==> config.mk <==
export PLATFORM = sky130hd
export DESIGN_NAME = anb_master
export DESIGN_NICKNAME = d
export VERILOG_FILES = /design/src/inc/anb_pkg.sv /design/src/hdl/anb_bus_monitor.sv /design/src/hdl/anb_irq_unit.sv /design/src/hdl/anb_master.sv
export SDC_FILE = /design/constraint.sdc
export NUM_CORES = 1
export LEC_CHECK = 0
export BUFFER_PORTS_ARGS = -buffer_cell sky130_fd_sc_hd__buf_4
export CAP_MARGIN = 5
export CORE_AREA = 4 4 185 187
export DETAILED_ROUTE_END_ITERATION = 8
export DIE_AREA = 0 0 189 191
export PLACE_DENSITY_LB_ADDON = 0.1
export SLEW_MARGIN = 20
export SYNTH_ARGS = -nofsm -noshare
export SYNTH_HDL_FRONTEND = slang
export SYNTH_SLANG_ARGS = --single-unit
==> constraint.sdc <==
create_clock -name CORE_CLK_I -period 4.5 [get_ports CORE_CLK_I]
set_clock_uncertainty 0.15 [all_clocks]
set_input_delay 1.125 -clock CORE_CLK_I [delete_from_list [all_inputs] [get_ports CORE_CLK_I]]
set_output_delay 1.125 -clock CORE_CLK_I [all_outputs]
set_load 0.005 [all_outputs]
==> src/inc/anb_pkg.sv <==
// constants and types shared by the non-burst external bus master
package anb_pkg;
  // transfer widths on the two width lines
  localparam logic [1:0] ANB_WIDTH_LONG = 2'h0;
  localparam logic [1:0] ANB_WIDTH_BYTE = 2'h1;
  localparam logic [1:0] ANB_WIDTH_WORD = 2'h2;
  // register indices on the plain register port
  localparam logic [3:0] ANB_REG_CTRL = 4'h0;
  localparam logic [3:0] ANB_REG_ADDR = 4'h1;
  localparam logic [3:0] ANB_REG_WDATA = 4'h2;
  localparam logic [3:0] ANB_REG_RDATA = 4'h3;
  localparam logic [3:0] ANB_REG_CMD = 4'h4;
  localparam logic [3:0] ANB_REG_STAT = 4'h5;
  localparam logic [3:0] ANB_REG_IRQ = 4'h6;
  localparam logic [3:0] ANB_REG_MASK = 4'h7;
  // control register fields
  localparam int ANB_CTRL_SETUP = 0;
  localparam int ANB_CTRL_AUTOACK = 1;
  localparam int ANB_CTRL_MONEN = 2;
  localparam int ANB_CTRL_WAIT_LSB = 4;
  localparam int ANB_CTRL_MON_LSB = 8;
  localparam int ANB_CTRL_CS_LSB = 16;
  localparam int ANB_CTRL_TT_LSB = 20;
  localparam int ANB_WAIT_W = 4;
  localparam int ANB_MON_W = 8;
  localparam int ANB_CS_W = 2;
  // command register fields
  localparam int ANB_CMD_READ = 0;
  localparam int ANB_CMD_WIDTH_LSB = 1;
  // event bits, shared by sticky status and mask
  localparam int ANB_EV_DONE = 0;
  localparam int ANB_EV_BERR = 1;
  localparam int ANB_EV_W = 2;
  // reset values
  localparam logic [31:0] ANB_CTRL_RST = 32'h0000ff04;
  localparam logic [31:0] ANB_ZERO = 32'h0;
  // timing in ns and derived cycles
  localparam int ANB_CLK_NS = 10;
  localparam int ANB_CS_GAP_NS = 10;
  localparam int ANB_CS_GAP_CYC = (ANB_CS_GAP_NS + ANB_CLK_NS - 1) / ANB_CLK_NS;
  // sequencer states
  typedef enum logic [2:0] {
    ANB_IDLE,
    ANB_SETUP,
    ANB_FIRST,
    ANB_WAITST,
    ANB_SECOND,
    ANB_HOLD,
    ANB_GAP
  } anb_state_e;
endpackage : anb_pkg

==> src/hdl/anb_bus_monitor.sv <==
// bus monitor: counts clocks of one cycle and flags a timeout
`timescale 1ns/100ps
`default_nettype none
module anb_bus_monitor
  import anb_pkg::*;
#(
  parameter int CNT_W = ANB_MON_W
)
(
  input wire logic CORE_CLK_I,
  input wire logic RST_I,
  input wire logic run_i,
  input wire logic enable_i,
  input wire logic [CNT_W-1:0] limit_i,
  output logic expired_o
);
  logic [CNT_W-1:0] cnt_r;

  // counter restarts whenever no cycle is waiting
  always_ff @(posedge CORE_CLK_I)
  begin
    if (RST_I || !run_i)
      cnt_r <= '0;
    else if (cnt_r != limit_i)
      cnt_r <= cnt_r + 1'b1;
  end

  // a limit of zero never expires, so only the acknowledge can end the cycle
  assign expired_o = enable_i && run_i && (cnt_r == limit_i) && (limit_i != '0);
endmodule : anb_bus_monitor
`default_nettype wire

==> src/hdl/anb_irq_unit.sv <==
// sticky event status with mask and one level interrupt
`timescale 1ns/100ps
`default_nettype none
module anb_irq_unit
  import anb_pkg::*;
#(
  parameter int EV_W = ANB_EV_W
)
(
  input wire logic CORE_CLK_I,
  input wire logic RST_I,
  input wire logic [EV_W-1:0] event_i,
  input wire logic clr_we_i,
  input wire logic mask_we_i,
  input wire logic [EV_W-1:0] wdata_i,
  output logic [EV_W-1:0] status_o,
  output logic [EV_W-1:0] mask_o,
  output logic irq_o
);
  // set wins over a write-one clear in the same cycle
  always_ff @(posedge CORE_CLK_I)
  begin
    if (RST_I)
      status_o <= '0;
    else
      status_o <= (status_o & ~(clr_we_i ? wdata_i : '0)) | event_i;
  end

  // mask register
  always_ff @(posedge CORE_CLK_I)
  begin
    if (RST_I)
      mask_o <= '0;
    else if (mask_we_i)
      mask_o <= wdata_i;
  end

  assign irq_o = |(status_o & mask_o);
endmodule : anb_irq_unit
`default_nettype wire

==> src/hdl/anb_master.sv <==
// non-burst external bus master with chip selects, wait states and bus monitor
//
// Behaviour
// first clock drives valid 28-bit address and transfer-type code
// access kind low in first clock (data), high in second (supervisor)
// longword write: read-not-write low, both width lines low in first clock
// begin strobe asserted in first clock, negated in second
// second clock asserts matching device select and drives write data
// peripheral captures write data and raises the done acknowledge
// acknowledge sampled end of second clock; select drops after next edge
// without acknowledge, insert wait states and keep sampling each edge
// enabled bus monitor timeout ends the cycle with internal bus error
// setup, no hold, no wait write never asserts byte write enables
// address setup option postpones device select for reads and writes
// auto-acknowledge inserts programmed wait clocks between first and second
// device select stays negated at least one clock between transfers
// idle: begin strobe, selects, write enables negated, data bus released
//
// The register offsets and the address-and-strobe port were chosen for this implementation.
`timescale 1ns/100ps
`default_nettype none
module anb_master
  import anb_pkg::*;
#(
  parameter int ADDR_W = 28,
  parameter int DATA_W = 32,
  parameter int NCS = 4
)
(
  input wire logic CORE_CLK_I,
  input wire logic RST_I,
  // register port
  input wire logic [3:0] REG_ADDR_I,
  input wire logic [31:0] REG_WDATA_I,
  input wire logic REG_WR_I,
  input wire logic REG_RD_I,
  output logic [31:0] REG_RDATA_O,
  output logic IRQ_O,
  // external bus
  output logic [ADDR_W-1:0] ADDR_O,
  output logic [1:0] XFER_TYPE_O,
  output logic ACCESS_KIND_FLAG_O,
  output logic RD_NWR_O,
  output logic [1:0] XFER_WIDTH_O,
  output logic XFER_BEGIN_STROBE_N_O,
  output logic [NCS-1:0] DEV_SEL_N_O,
  output logic [3:0] WR_EN_N_O,
  output logic [DATA_W-1:0] DATA_O,
  output logic DATA_OE_N_O,
  input wire logic [DATA_W-1:0] DATA_I,
  input wire logic XFER_DONE_ACK_N_I
);
  // ****************************************
  // registers and state
  // ****************************************
  anb_state_e state_r;
  anb_state_e state_nxt;
  logic [31:0] ctrl_r;
  logic [ADDR_W-1:0] addr_r;
  logic [DATA_W-1:0] wdata_r;
  logic [DATA_W-1:0] rdata_r;
  logic read_r;
  logic [1:0] width_r;
  logic pending_r;
  logic [ANB_WAIT_W-1:0] wcnt_r;
  logic [ANB_EV_W-1:0] status;
  logic [ANB_EV_W-1:0] mask;
  logic [ANB_EV_W-1:0] events;
  logic mon_expired;
  logic mon_run;
  logic ack_seen;
  logic sel_on;
  logic busy;

  wire logic setup_en = ctrl_r[ANB_CTRL_SETUP];
  wire logic auto_ack = ctrl_r[ANB_CTRL_AUTOACK];
  wire logic [ANB_WAIT_W-1:0] wait_cnt = ctrl_r[ANB_CTRL_WAIT_LSB +: ANB_WAIT_W];
  wire logic [ANB_CS_W-1:0] cs_idx = ctrl_r[ANB_CTRL_CS_LSB +: ANB_CS_W];
  wire logic [1:0] tt_code = ctrl_r[ANB_CTRL_TT_LSB +: 2];

  // byte lanes written for a given width and address
  function automatic logic [3:0] lanes(input logic [1:0] w, input logic [1:0] a);
    logic [3:0] l;
    l = 4'hf;
    case (w)
      ANB_WIDTH_BYTE: l = 4'h1 << a;
      ANB_WIDTH_WORD: l = a[1] ? 4'hc : 4'h3;
      default: l = 4'hf;
    endcase
    return l;
  endfunction : lanes

  // ****************************************
  // register writes
  // ****************************************
  wire logic wr_ctrl = REG_WR_I && (REG_ADDR_I == ANB_REG_CTRL);
  wire logic wr_cmd = REG_WR_I && (REG_ADDR_I == ANB_REG_CMD);
  assign busy = (state_r != ANB_IDLE) && (state_r != ANB_GAP);

  // control, address and data; held still while a cycle runs
  always_ff @(posedge CORE_CLK_I)
  begin
    if (RST_I)
    begin
      ctrl_r <= ANB_CTRL_RST;
      addr_r <= '0;
      wdata_r <= '0;
    end
    else if (!pending_r && !busy)
    begin
      if (wr_ctrl)
        ctrl_r <= REG_WDATA_I;
      if (REG_WR_I && REG_ADDR_I == ANB_REG_ADDR)
        addr_r <= REG_WDATA_I[ADDR_W-1:0];
      if (REG_WR_I && REG_ADDR_I == ANB_REG_WDATA)
        wdata_r <= REG_WDATA_I[DATA_W-1:0];
    end
  end

  // command write queues one transfer; ignored while one is outstanding
  always_ff @(posedge CORE_CLK_I)
  begin
    if (RST_I)
    begin
      pending_r <= 1'b0;
      read_r <= 1'b0;
      width_r <= ANB_WIDTH_LONG;
    end
    else if (wr_cmd && !pending_r && !busy)
    begin
      pending_r <= 1'b1;
      read_r <= REG_WDATA_I[ANB_CMD_READ];
      width_r <= REG_WDATA_I[ANB_CMD_WIDTH_LSB +: 2];
    end
    else if (state_r == ANB_FIRST || state_r == ANB_SETUP)
      pending_r <= 1'b0;
  end

  // ****************************************
  // sequencer
  // ****************************************
  // acknowledge source: external pin or internal auto count
  assign ack_seen = auto_ack ? 1'b1 : !XFER_DONE_ACK_N_I;
  assign mon_run = (state_r == ANB_SECOND) && !auto_ack;

  always_comb
  begin
    state_nxt = state_r;
    case (state_r)
      ANB_IDLE:
        if (pending_r)
          state_nxt = setup_en ? ANB_SETUP : ANB_FIRST;
      ANB_SETUP:
        state_nxt = ANB_FIRST;
      ANB_FIRST:
        if (auto_ack && wait_cnt != '0)
          state_nxt = ANB_WAITST;
        else
          state_nxt = ANB_SECOND;
      ANB_WAITST:
        if (wcnt_r == '0)
          state_nxt = ANB_SECOND;
      ANB_SECOND:
        if (ack_seen || mon_expired)
          state_nxt = ANB_HOLD;
        else
          state_nxt = ANB_SECOND;
      ANB_HOLD:
        state_nxt = ANB_GAP;
      ANB_GAP:
        state_nxt = ANB_IDLE;
      default:
        state_nxt = ANB_IDLE;
    endcase
  end

  always_ff @(posedge CORE_CLK_I)
  begin
    if (RST_I)
      state_r <= ANB_IDLE;
    else
      state_r <= state_nxt;
  end

  // wait clock counter loaded in the first clock
  always_ff @(posedge CORE_CLK_I)
  begin
    if (RST_I)
      wcnt_r <= '0;
    else if (state_r == ANB_FIRST)
      wcnt_r <= wait_cnt - 1'b1;
    else if (state_r == ANB_WAITST && wcnt_r != '0)
      wcnt_r <= wcnt_r - 1'b1;
  end

  anb_bus_monitor #(
    .CNT_W(ANB_MON_W)
  ) u_mon (
    .CORE_CLK_I(CORE_CLK_I),
    .RST_I(RST_I),
    .run_i(mon_run),
    .enable_i(ctrl_r[ANB_CTRL_MONEN]),
    .limit_i(ctrl_r[ANB_CTRL_MON_LSB +: ANB_MON_W]),
    .expired_o(mon_expired)
  );

  // read data captured when the acknowledge is seen
  always_ff @(posedge CORE_CLK_I)
  begin
    if (RST_I)
      rdata_r <= '0;
    else if (state_r == ANB_SECOND && ack_seen && read_r)
      rdata_r <= DATA_I;
  end

  // ****************************************
  // bus pins
  // ****************************************
  // select runs from second clock through the edge after acknowledge
  // wait clocks sit before the second clock, so the select stays off through them
  assign sel_on = (state_r == ANB_SECOND) || (state_r == ANB_HOLD);

  always_ff @(posedge CORE_CLK_I)
  begin
    if (RST_I)
    begin
      ADDR_O <= '0;
      XFER_TYPE_O <= 2'h0;
      RD_NWR_O <= 1'b1;
      XFER_WIDTH_O <= ANB_WIDTH_LONG;
    end
    else if (state_nxt == ANB_SETUP || (state_nxt == ANB_FIRST && state_r == ANB_IDLE))
    begin
      ADDR_O <= addr_r;
      XFER_TYPE_O <= tt_code;
      RD_NWR_O <= read_r;
      XFER_WIDTH_O <= width_r;
    end
  end

  // strobes: begin only in first clock, access kind high in wait and second clocks
  always_ff @(posedge CORE_CLK_I)
  begin
    if (RST_I)
    begin
      XFER_BEGIN_STROBE_N_O <= 1'b1;
      ACCESS_KIND_FLAG_O <= 1'b0;
      DEV_SEL_N_O <= '1;
      WR_EN_N_O <= 4'hf;
      DATA_O <= '0;
      DATA_OE_N_O <= 1'b1;
    end
    else
    begin
      XFER_BEGIN_STROBE_N_O <= !(state_nxt == ANB_FIRST);
      ACCESS_KIND_FLAG_O <= (state_nxt == ANB_SECOND) || (state_nxt == ANB_WAITST);
      DEV_SEL_N_O <= '1;
      if (state_nxt == ANB_SECOND || state_nxt == ANB_HOLD)
        DEV_SEL_N_O[cs_idx] <= 1'b0;
      // with address setup and no waits the byte enables stay off
      if (!setup_en && !read_r && state_nxt == ANB_SECOND)
        WR_EN_N_O <= ~lanes(width_r, addr_r[1:0]);
      else
        WR_EN_N_O <= 4'hf;
      if (!read_r && (state_nxt == ANB_SECOND || state_nxt == ANB_WAITST ||
          state_nxt == ANB_HOLD))
      begin
        DATA_O <= wdata_r;
        DATA_OE_N_O <= 1'b0;
      end
      else
        DATA_OE_N_O <= 1'b1;
    end
  end

  // ****************************************
  // events and register read
  // ****************************************
  assign events[ANB_EV_DONE] = (state_r == ANB_SECOND) && ack_seen;
  assign events[ANB_EV_BERR] = (state_r == ANB_SECOND) && !ack_seen && mon_expired;

  anb_irq_unit #(
    .EV_W(ANB_EV_W)
  ) u_irq (
    .CORE_CLK_I(CORE_CLK_I),
    .RST_I(RST_I),
    .event_i(events),
    .clr_we_i(REG_WR_I && REG_ADDR_I == ANB_REG_IRQ),
    .mask_we_i(REG_WR_I && REG_ADDR_I == ANB_REG_MASK),
    .wdata_i(REG_WDATA_I[ANB_EV_W-1:0]),
    .status_o(status),
    .mask_o(mask),
    .irq_o(IRQ_O)
  );

  // read data valid the cycle after the read strobe only
  always_ff @(posedge CORE_CLK_I)
  begin
    if (RST_I || !REG_RD_I)
      REG_RDATA_O <= ANB_ZERO;
    else
      case (REG_ADDR_I)
        ANB_REG_CTRL: REG_RDATA_O <= ctrl_r;
        ANB_REG_ADDR: REG_RDATA_O <= {{(32-ADDR_W){1'b0}}, addr_r};
        ANB_REG_WDATA: REG_RDATA_O <= wdata_r;
        ANB_REG_RDATA: REG_RDATA_O <= rdata_r;
        ANB_REG_STAT: REG_RDATA_O <= {29'h0, sel_on, pending_r, busy};
        ANB_REG_IRQ: REG_RDATA_O <= {30'h0, status};
        ANB_REG_MASK: REG_RDATA_O <= {30'h0, mask};
        default: REG_RDATA_O <= ANB_ZERO;
      endcase
  end

  // ****************************************
  // checks
  // ****************************************
  begin_one_a: assert property (@(posedge CORE_CLK_I) disable iff (RST_I)
    !XFER_BEGIN_STROBE_N_O |=> XFER_BEGIN_STROBE_N_O)
    else $error("begin strobe longer than one clock");
  kind_flag_a: assert property (@(posedge CORE_CLK_I) disable iff (RST_I)
    !XFER_BEGIN_STROBE_N_O |-> !ACCESS_KIND_FLAG_O)
    else $error("access kind high in first clock");
  sel_after_begin_a: assert property (@(posedge CORE_CLK_I) disable iff (RST_I)
    $fell(XFER_BEGIN_STROBE_N_O) && (!auto_ack || wait_cnt == '0) |=> !(&DEV_SEL_N_O))
    else $error("select not asserted in second clock");
  wait_no_sel_a: assert property (@(posedge CORE_CLK_I) disable iff (RST_I)
    (state_r == ANB_WAITST) |-> (&DEV_SEL_N_O))
    else $error("select asserted during wait clocks");
  setup_delay_a: assert property (@(posedge CORE_CLK_I) disable iff (RST_I)
    (state_r == ANB_SETUP) |-> (&DEV_SEL_N_O) ##1 (&DEV_SEL_N_O))
    else $error("select not postponed under address setup");
  ack_end_a: assert property (@(posedge CORE_CLK_I) disable iff (RST_I)
    (state_r == ANB_SECOND) && ack_seen |=> !(&DEV_SEL_N_O) ##1 (&DEV_SEL_N_O))
    else $error("select not dropped after acknowledge");
  wait_hold_a: assert property (@(posedge CORE_CLK_I) disable iff (RST_I)
    (state_r == ANB_SECOND) && !ack_seen && !mon_expired |=> state_r == ANB_SECOND)
    else $error("cycle left without acknowledge");
  bus_err_a: assert property (@(posedge CORE_CLK_I) disable iff (RST_I)
    events[ANB_EV_BERR] |=> status[ANB_EV_BERR] && state_r == ANB_HOLD)
    else $error("timeout did not flag bus error");
  no_we_setup_a: assert property (@(posedge CORE_CLK_I) disable iff (RST_I)
    setup_en |=> &WR_EN_N_O)
    else $error("write enable under address setup");
  sel_gap_a: assert property (@(posedge CORE_CLK_I) disable iff (RST_I)
    $rose(&DEV_SEL_N_O) |=> &DEV_SEL_N_O)
    else $error("select reasserted without gap");
  idle_quiet_a: assert property (@(posedge CORE_CLK_I) disable iff (RST_I)
    $past(state_r == ANB_IDLE && !pending_r) |-> XFER_BEGIN_STROBE_N_O && DATA_OE_N_O)
    else $error("bus driven while idle");
endmodule : anb_master
`default_nettype wire

# Word-level counts from Yosys, hierarchy flattened
# Cells that the tools add are included.
word_totals:
  reg_bits: 255
  in_bits: 73
  output_inout_bits: 109
  wordCells: 138
classes:
  n_addsub: 3
  order_cmp: 2
  n_eq_ne: 22
  shift: 1
  muxes: 20
  n_bitwise: 8
  reduce_logical: 59
ops:
  columns: ["operator", "n"]
  rows:
  - ["$pmux W32 S7", 1]
  - ["$logic_and A1 B1 Y1", 25]
  - ["$mux W4", 5]
  - ["$pmux W3 S6", 1]
  - ["$eq A4 B3 Y1 const B", 4]
  - ["$eq A3 B2 Y1 const B", 4]
  - ["$eq A3 B3 Y1 const B", 4]
  - ["$logic_not A1 Y1", 10]
  - ["$logic_or A1 B1 Y1", 9]
  - ["$mux W3", 3]
  - ["$add A8 B1 Y8 const B", 1]
  - ["$eq A4 B2 Y1 const B", 2]
  - ["$eq A8 B8 Y1", 1]
  - ["$logic_not A4 Y1", 2]
  - ["$ne A8 B8 Y1", 1]
  - ["$not A4 Y4", 2]
  - ["$pmux W4 S2", 1]
  - ["$reduce_bool A4 Y1", 2]
  - ["$reduce_bool A8 Y1", 1]
  - ["$sub A4 B1 Y4 const B", 2]
  - ["$eq A3 B1 Y1 const B", 2]
  - ["$mux W1", 6]
  - ["$reduce_and A2 Y1", 3]
  - ["$reduce_or A2 Y1", 3]
  - ["other kinds (16)", 20]

# Longest topological paths before layout
# Gate-level depths: netlist of the first run.
logic_depth:
  ltp_word: 13
  depth_mapped: 8
  depth_no_buf: 7

# Modules after synthesis
# A second synthesis of the first run with hierarchy kept.
unflattened:
  hier_cells: 1142
  area_unflattened_um2: 10002.1
by_module_without_submodules:
  columns: ["mod", "instances", "cells_per_inst", "area_each_um2", "seq_area_each_um2"]
  rows:
  - ["anb_master", 1, 1060, 9282.7, 4864.7]
  - ["anb_bus_monitor", 1, 67, 570.5, 160.2]
  - ["anb_irq_unit", 1, 15, 148.9, 80.1]

# Least setup slack after synthesis of the first run
# OpenSTA, ideal clock, no wires.
synth_timing:
  kind: "input -> register"
  start: "input port REG_ADDR_I[0]"
  end: "register addr_r[10]"
  setup_time_ns: 0.132
  t_arrival_ns: 2.452
  required_time_ns: 4.218
  path_slack_ns: 1.766
  cell_stages: 7
  path_buffers: 2
  cell_sequence: "buf_2 -> and2b_1 -> nor3b_2 -> nand2_1 -> clkbuf_1 -> nand2_1 -> a21oi_1"
synth_via:
  elab_chain_cells: 3
synth_rtl:
  columns: ["item", "line_no", "rtl"]
  rows:
  - ["from (decl)", "anb_master.sv:33", "input wire logic [3:0] REG_ADDR_I,"]
  - ["$eq A4 B1 Y1", "anb_master.sv:113", "if (REG_WR_I && REG_ADDR_I == ANB_REG_ADDR)"]
  - ["$logic_and A1 B1 Y1", "anb_master.sv:113", null]
  - ["$reduce_and A2 Y1 (no source line)", null, null]
  - ["to (signal assigned)", "anb_master.sv:114", "addr_r <= REG_WDATA_I[ADDR_W-1:0];"]
  - ["to (decl)", "anb_master.sv:59", "logic [ADDR_W-1:0] addr_r;"]
# Every way passes these cells.
# A chain may end at the register's enable or synchronous reset.

# Worst setup path in the final report of the first run
layout_timing:
  start: "input port REG_ADDR_I[0]"
  end: "register addr_r[13]"
# The elaborated chain is that of the path after synthesis.

==> impl_metrics.toml, run 1 <==
[critical_path]
critPathArrivalTime_ns = 3.11
worstPathRequired_ns = 4.81
worst_path_most_repeated_cell = "buf_4"
crit_slowest_cell = "nor3b_4"
reg2reg_from = "state_r[0]$_SDFF_PP0_"
crit_chain = "buf_4, and2b_1, nor3b_4, and2_1, buf_4, nand2_1, a21oi_1"
cp-start-kind = "input port"
path_class = "in -> reg"
max_stage_delay_ns = 0.74
reg2regPathDepth = 6
critPathLaunch = "REG_ADDR_I[0]"
critPathMaxFanout = 28
cp-end-kind = "register"

[yosys]
post-synth-top-count-cell = "nand2_1"
synth_nets = 1265
synth_area_mm2 = 0.00969
synthTopCellsByArea = "dfxtp_1 (53%), nand2_1 (15%), a21oi_1 (11%), a22oi_1 (4.4%), clkbuf_1 (2.2%)"
synth_cell_types = 53
synth-seq-cells = 255
yosysSeqAreaShare_pct = 52.7
syn_area_per_cell_um2 = 8.16
synth-edff-count = 0
yosys.area.top_type = "dfxtp_1"
yosys-top-cells-count = "nand2_1 (393), dfxtp_1 (255), a21oi_1 (221)"
yosysWarnings = 0
synth_cells = 1188
ys_async_sr_fraction_pct = 0
yosysTopAreaCellShare_pct = 52.7
synth_flop_cell = "dfxtp_1"

[timing]
fin_ws_ns = 1.70
slew_viol_final = 0
max_slew.worst_pin.slew_ns = 1.06
setup_viol = 0
fmax_mhz = 358
fin_tns_setup_ns = 0
rsz0062_at_grt = "no"
slew_headroom_pct = 28.9
finalHoldViolCount = 0
fin_crit_ns = 2.80
finalCritPeriodShare_pct = 62.2

[floorplan]
dieArea_mm2 = 0.0361
die_w_um = 189
num_rows = 66
fp.dieH_um = 191
initial_utilization_pct = 29.9
io_pins = 182
core-area_mm2 = 0.0325

[detailed_routing]
vias_per_cell = 4.89
met3_wirelength_um = 1890
wl_per_cell_um = 19.2
ant_nets = 0
top_layer_used = "met4"
dr.pass1.iters = 5
drt_drc_violations_left = 0
drt_iter0_markers = 588
wl_met1_um = 16200
wirelength_um = 34500
vias = 8775
dr_wl_met2_um = 15600

[hold_path]
worstHoldStart = "rdata_r[27]$_SDFFE_PP0P_"
hold_path_class = "reg -> reg"
hold_depth = 2

[clock_tree]
post_cts_resized = 0
cts_root_buf = "clkbuf_16"
cts_hold_buf = 0
cts_setup_buffers = 0
cts_tree = "yes"
cts.clk_slew.worst_paths_ns = 0.06
clock_path_buffers = 3
insertion_delay_ns = 0.55
clock-sinks = 255
cts_buffers = 28
h-tree-depth = 1

[place]
gp_congestion = 0.778
hpwlAfterDp_um = 23100
dp_slack_ns = 1.13
port_buffers = 181

[grt]
grt_overflow = 0
grt_max_degree = 142
antenna_found_initial = 0
grt_first_pass_wirelength_um = 52900
grt_pass1_vias = 8787
grt_usage_pct = 18.6

[power]
vdd_ir_drop_max_v = 0.000265
cellLeakagePower_nw = 4.40
power.total_mw = 4.81
power.density_mw_per_mm2 = 388

[final_layout]
drive_above_1_share_pct = 19.5
area_growth_pct = 27.7
antenna_cells = 0
nets = 1408

[outcome]
status = "complete, no violations"

[job]
maxCapViolations = 0
-- final timing paths --
check	to	slack [ns]
hold / removal	rdata_r[27]$_SDFFE_PP0P_	0.30
setup / recovery	addr_r[13]$_SDFFE_PP0P_	1.70
setup reg to reg	rdata_r[3]$_SDFFE_PP0P_	1.73
hold reg to reg	rdata_r[27]$_SDFFE_PP0P_	0.30
-- where the power goes --
group          total (mW)  switching [mW]  internal [mW]
sequential           2.29          0.0167           2.27
clock                2.30           0.930           1.37
combinational       0.214           0.137         0.0771
total                4.81            1.08           3.72
-- per-stage QoR --
stage,instances,hold slack [ns],instance area [um2],utilization [%]
floorplan,1188,0.259,9690,-
finish,1793,0.303,12400,38.2
global route,1793,0.321,12400,38.2
CTS,1793,0.305,12400,38.2
detailed placement,1743,0.297,11500,35.3
global placement,1743,0.293,11500,35.3
-- cell families after synthesis --
logic type	after synthesis	share of synthesized area, %
and+or+nand+nor	495	21.4
xor gates and xnor gates	14	1.26
adders and majority gates	4	0.516
AOI/OAI and AO/OA	312	18.3
buffers and inverters	92	4.01
muxes	16	1.86
DFF	255	52.7
-- final cells by class --
class / instances / area, um2
multi-input cells: 841 / 4250
inverters: 8 / 30.0
clock buffers: 43 / 868
clock inverters: 7 / 60.1
well taps: 442 / 553
repair buffers: 197 / 1520
fillers: 3396 / 20100
flip-flops and latches: 255 / 5100
-- sequential cells by signal (all words and copies together) (netlist names), 2 cells and up --
| signal | flops |
|---|---|
| XFER_TYPE_O | 2 |
| u_irq.status_o | 2 |
| state_r | 3 |
| ADDR_O | 28 |
| rdata_r | 32 |
| XFER_WIDTH_O | 2 |
| DEV_SEL_N_O | 4 |
| width_r | 2 |
| u_mon.cnt_r | 8 |
| wdata_r | 32 |
| DATA_O | 32 |
| u_irq.mask_o | 2 |
| addr_r | 28 |
| wcnt_r | 4 |
| REG_RDATA_O | 32 |
| ctrl_r | 32 |
| WR_EN_N_O | 4 |
-- layer usage --
metal  up-vias  track usage, %
li1       4297               -
met1      4147            26.0
met2       281            29.9
met3        50            2.74
met4         0            5.13
met5         -               0
-- cell usage in the layout, fill, tap and decap left out, types with 7 or more instances in the layout --
cell       instances
a21oi_1          220
a22oi_1           57
buf_4            193
clkbuf_16         29
clkbuf_8           9
dfxtp_1          255
inv_1              8
mux2i_1            9
nand2_1          393
nand3_1           17
nor2_1            27
nor3_1             7
o21ai_0            8
xor2_1            10
-- critical path, delay by kind of cell --
kind | cells | cell delay [ns]
simple gates | 4 | 1.28
buf+inv | 2 | 0.57
compound gates | 1 | 0.13
No activity file was read; power rests on OpenSTA's default activity.
==> run 2: changes to the inputs <==
==> constraint.sdc (replaced) <==
create_clock -name CORE_CLK_I -period 2.85 [get_ports CORE_CLK_I]
set_clock_uncertainty 0.15 [all_clocks]
set_input_delay 0.7125 -clock CORE_CLK_I [delete_from_list [all_inputs] [get_ports CORE_CLK_I]]
set_output_delay 0.7125 -clock CORE_CLK_I [all_outputs]
set_load 0.005 [all_outputs]
==> run 2 against run 1 <==
Net effect:
- via count up 0.43%
- sequential cell count unchanged
- worst hold slack lost 0.040 ns
- non-clock buffer count increased by 20
- cell count is 1.3% higher
- sequential power increased by 58%
- die area unchanged
- global-route usage decreased by 0.30 points
- critical path type is now reg -> reg
- largest power group unchanged
==> impl_metrics.toml, run 2 (synthesis gave the netlist of run 1 again) <==
[clock_tree]
cts_setup_buffers = 0
insertion_delay_ns = 0.54
cts.clk_slew.worst_paths_ns = 0.06
post_cts_resized = 0
cts_hold_buf = 0
cts_buffers = 30
clock-sinks = 255
cts_root_buf = "clkbuf_16"
cts_tree = "yes"
clock_path_buffers = 3
h-tree-depth = 1

[final_layout]
nets = 1430
layout_commonest_cell = "nand2_1"
drive_above_1_share_pct = 21.0
layout_common_cells = "nand2_1 (393), dfxtp_1 (255), a21oi_1 (220), buf_4 (213), a22oi_1 (57)"
antenna_cells = 0
area_growth_pct = 30.5
final_util_pct = 39.0

[detailed_routing]
wirelength_um = 34200
drt_iter0_markers = 617
ant_nets = 0
dr.pass1.iters = 5
wl_per_cell_um = 18.8
vias_per_cell = 4.85
drt_drc_violations_left = 0
vias = 8813

[floorplan]
dieArea_mm2 = 0.0361
num_rows = 66
io_pins = 182
core-area_mm2 = 0.0325
initial_utilization_pct = 29.9
die_w_um = 189
fp.dieH_um = 191

[critical_path]
cp-end-kind = "register"
path_class = "reg -> reg"
cp-start-kind = "register"
worstPathRequired_ns = 3.17
critPathArrivalTime_ns = 2.59
critPathMaxFanout = 9

[timing]
fin_crit_ns = 2.28
finalCritPeriodShare_pct = 79.9
rsz0062_at_grt = "no"
fmax_mhz = 439
slew_headroom_pct = 40.8
slew_viol_final = 0
finalHoldViolCount = 0
max_slew.worst_pin.slew_ns = 0.888
setup_viol = 0
fin_tns_setup_ns = 0

[grt]
grt_pass1_vias = 8829
grt_overflow = 0
grt.busiest_layer = "met2"
antenna_found_initial = 0
grt_max_degree = 101
met3_usage_pct = 3.16
grt_usage_pct = 18.3
grt_first_pass_wirelength_um = 52300
met2_usage_pct = 30.1
use_met1_pct = 25.0

[power]
power.density_mw_per_mm2 = 632
cellLeakagePower_nw = 4.56
vdd_ir_drop_max_v = 0.000468

[hold_path]
hold_path_class = "in -> reg"

[place]
hpwlAfterDp_um = 23200
gp_congestion = 0.781
port_buffers = 181

[outcome]
status = "complete, no violations"

[job]
maxCapViolations = 0
run 2: cell types whose count changed in the layout (fill, tap and decap cells not counted):
cell,before,now
buf_4,193,213
clkinv_2,6,7
bufinv_16,1,4
clkbuf_1,5,3
clkbuf_16,29,31
nor3_2,0,1
nor3_4,2,1
clkbuf_8,9,8
run 2: final timing paths:
kind / slack [ns] / depth (start not counted) / from / endpoint
setup / recovery: 0.57 / 5 / state_r[2]$_SDFF_PP0_ / WR_EN_N_O[2]$_SDFF_PP1_
hold / removal: 0.26 / 3 / REG_WDATA_I[13] / ctrl_r[13]$_SDFFE_PP1P_
setup reg to reg: 0.57 / 5 / state_r[2]$_SDFF_PP0_ / WR_EN_N_O[2]$_SDFF_PP1_
hold reg to reg: 0.30 / 2 / rdata_r[29]$_SDFFE_PP0P_ / rdata_r[29]$_SDFFE_PP0P_
run 2: area by class of cell:
type | instances | area (um2)
fillers | 3398 | 19800
flip-flops and latches | 255 | 5100
multi-input cells | 841 | 4240
repair buffers | 217 | 1670
clock buffers | 42 | 897
well taps | 442 | 553
clock inverters | 11 | 155
inverters | 8 | 30.0
run 2: critical path: stages, from the launching register on:
cell       delay [ns]
dfxtp_1          0.48
or3b_4           0.48
a2111oi_0        0.32
nand3_1          0.30
and4b_1          0.36
o21ai_1          0.12
run 2: layer usage:
metal | vias to the layer above | share of wire [%]
li1 | 4345 | -
met1 | 4182 | 47
met2 | 239 | 46
met3 | 47 | 5.0
met4 | 0 | 2.2
met5 | - | 0
run 2: per-stage QoR:
| step | instance area, um2 | hold slack [ns] | power [mW] | cells | worst slack (ns) |
|---|---|---|---|---|---|
| global placement | 11600 | 0.293 | 4.04 | 1763 | 0.530 |
| CTS | 12600 | 0.235 | 8.10 | 1816 | 0.599 |
| finish | 12600 | 0.263 | 7.99 | 1816 | 0.573 |
| global route | 12600 | 0.255 | 8.27 | 1816 | 0.396 |
| floorplan | 9690 | 0.259 | 3.84 | 1188 | 0.528 |
| detailed placement | 11600 | 0.297 | 4.04 | 1763 | 0.448 |
run 2: report_power, final:
part	switching [mW]	internal, mW	total [mW]	leakage (nW)
clock network	1.50	2.53	4.03	0.527
registers	0.0246	3.59	3.62	2.06
logic	0.216	0.129	0.346	1.98
total	1.74	6.25	7.99	4.56
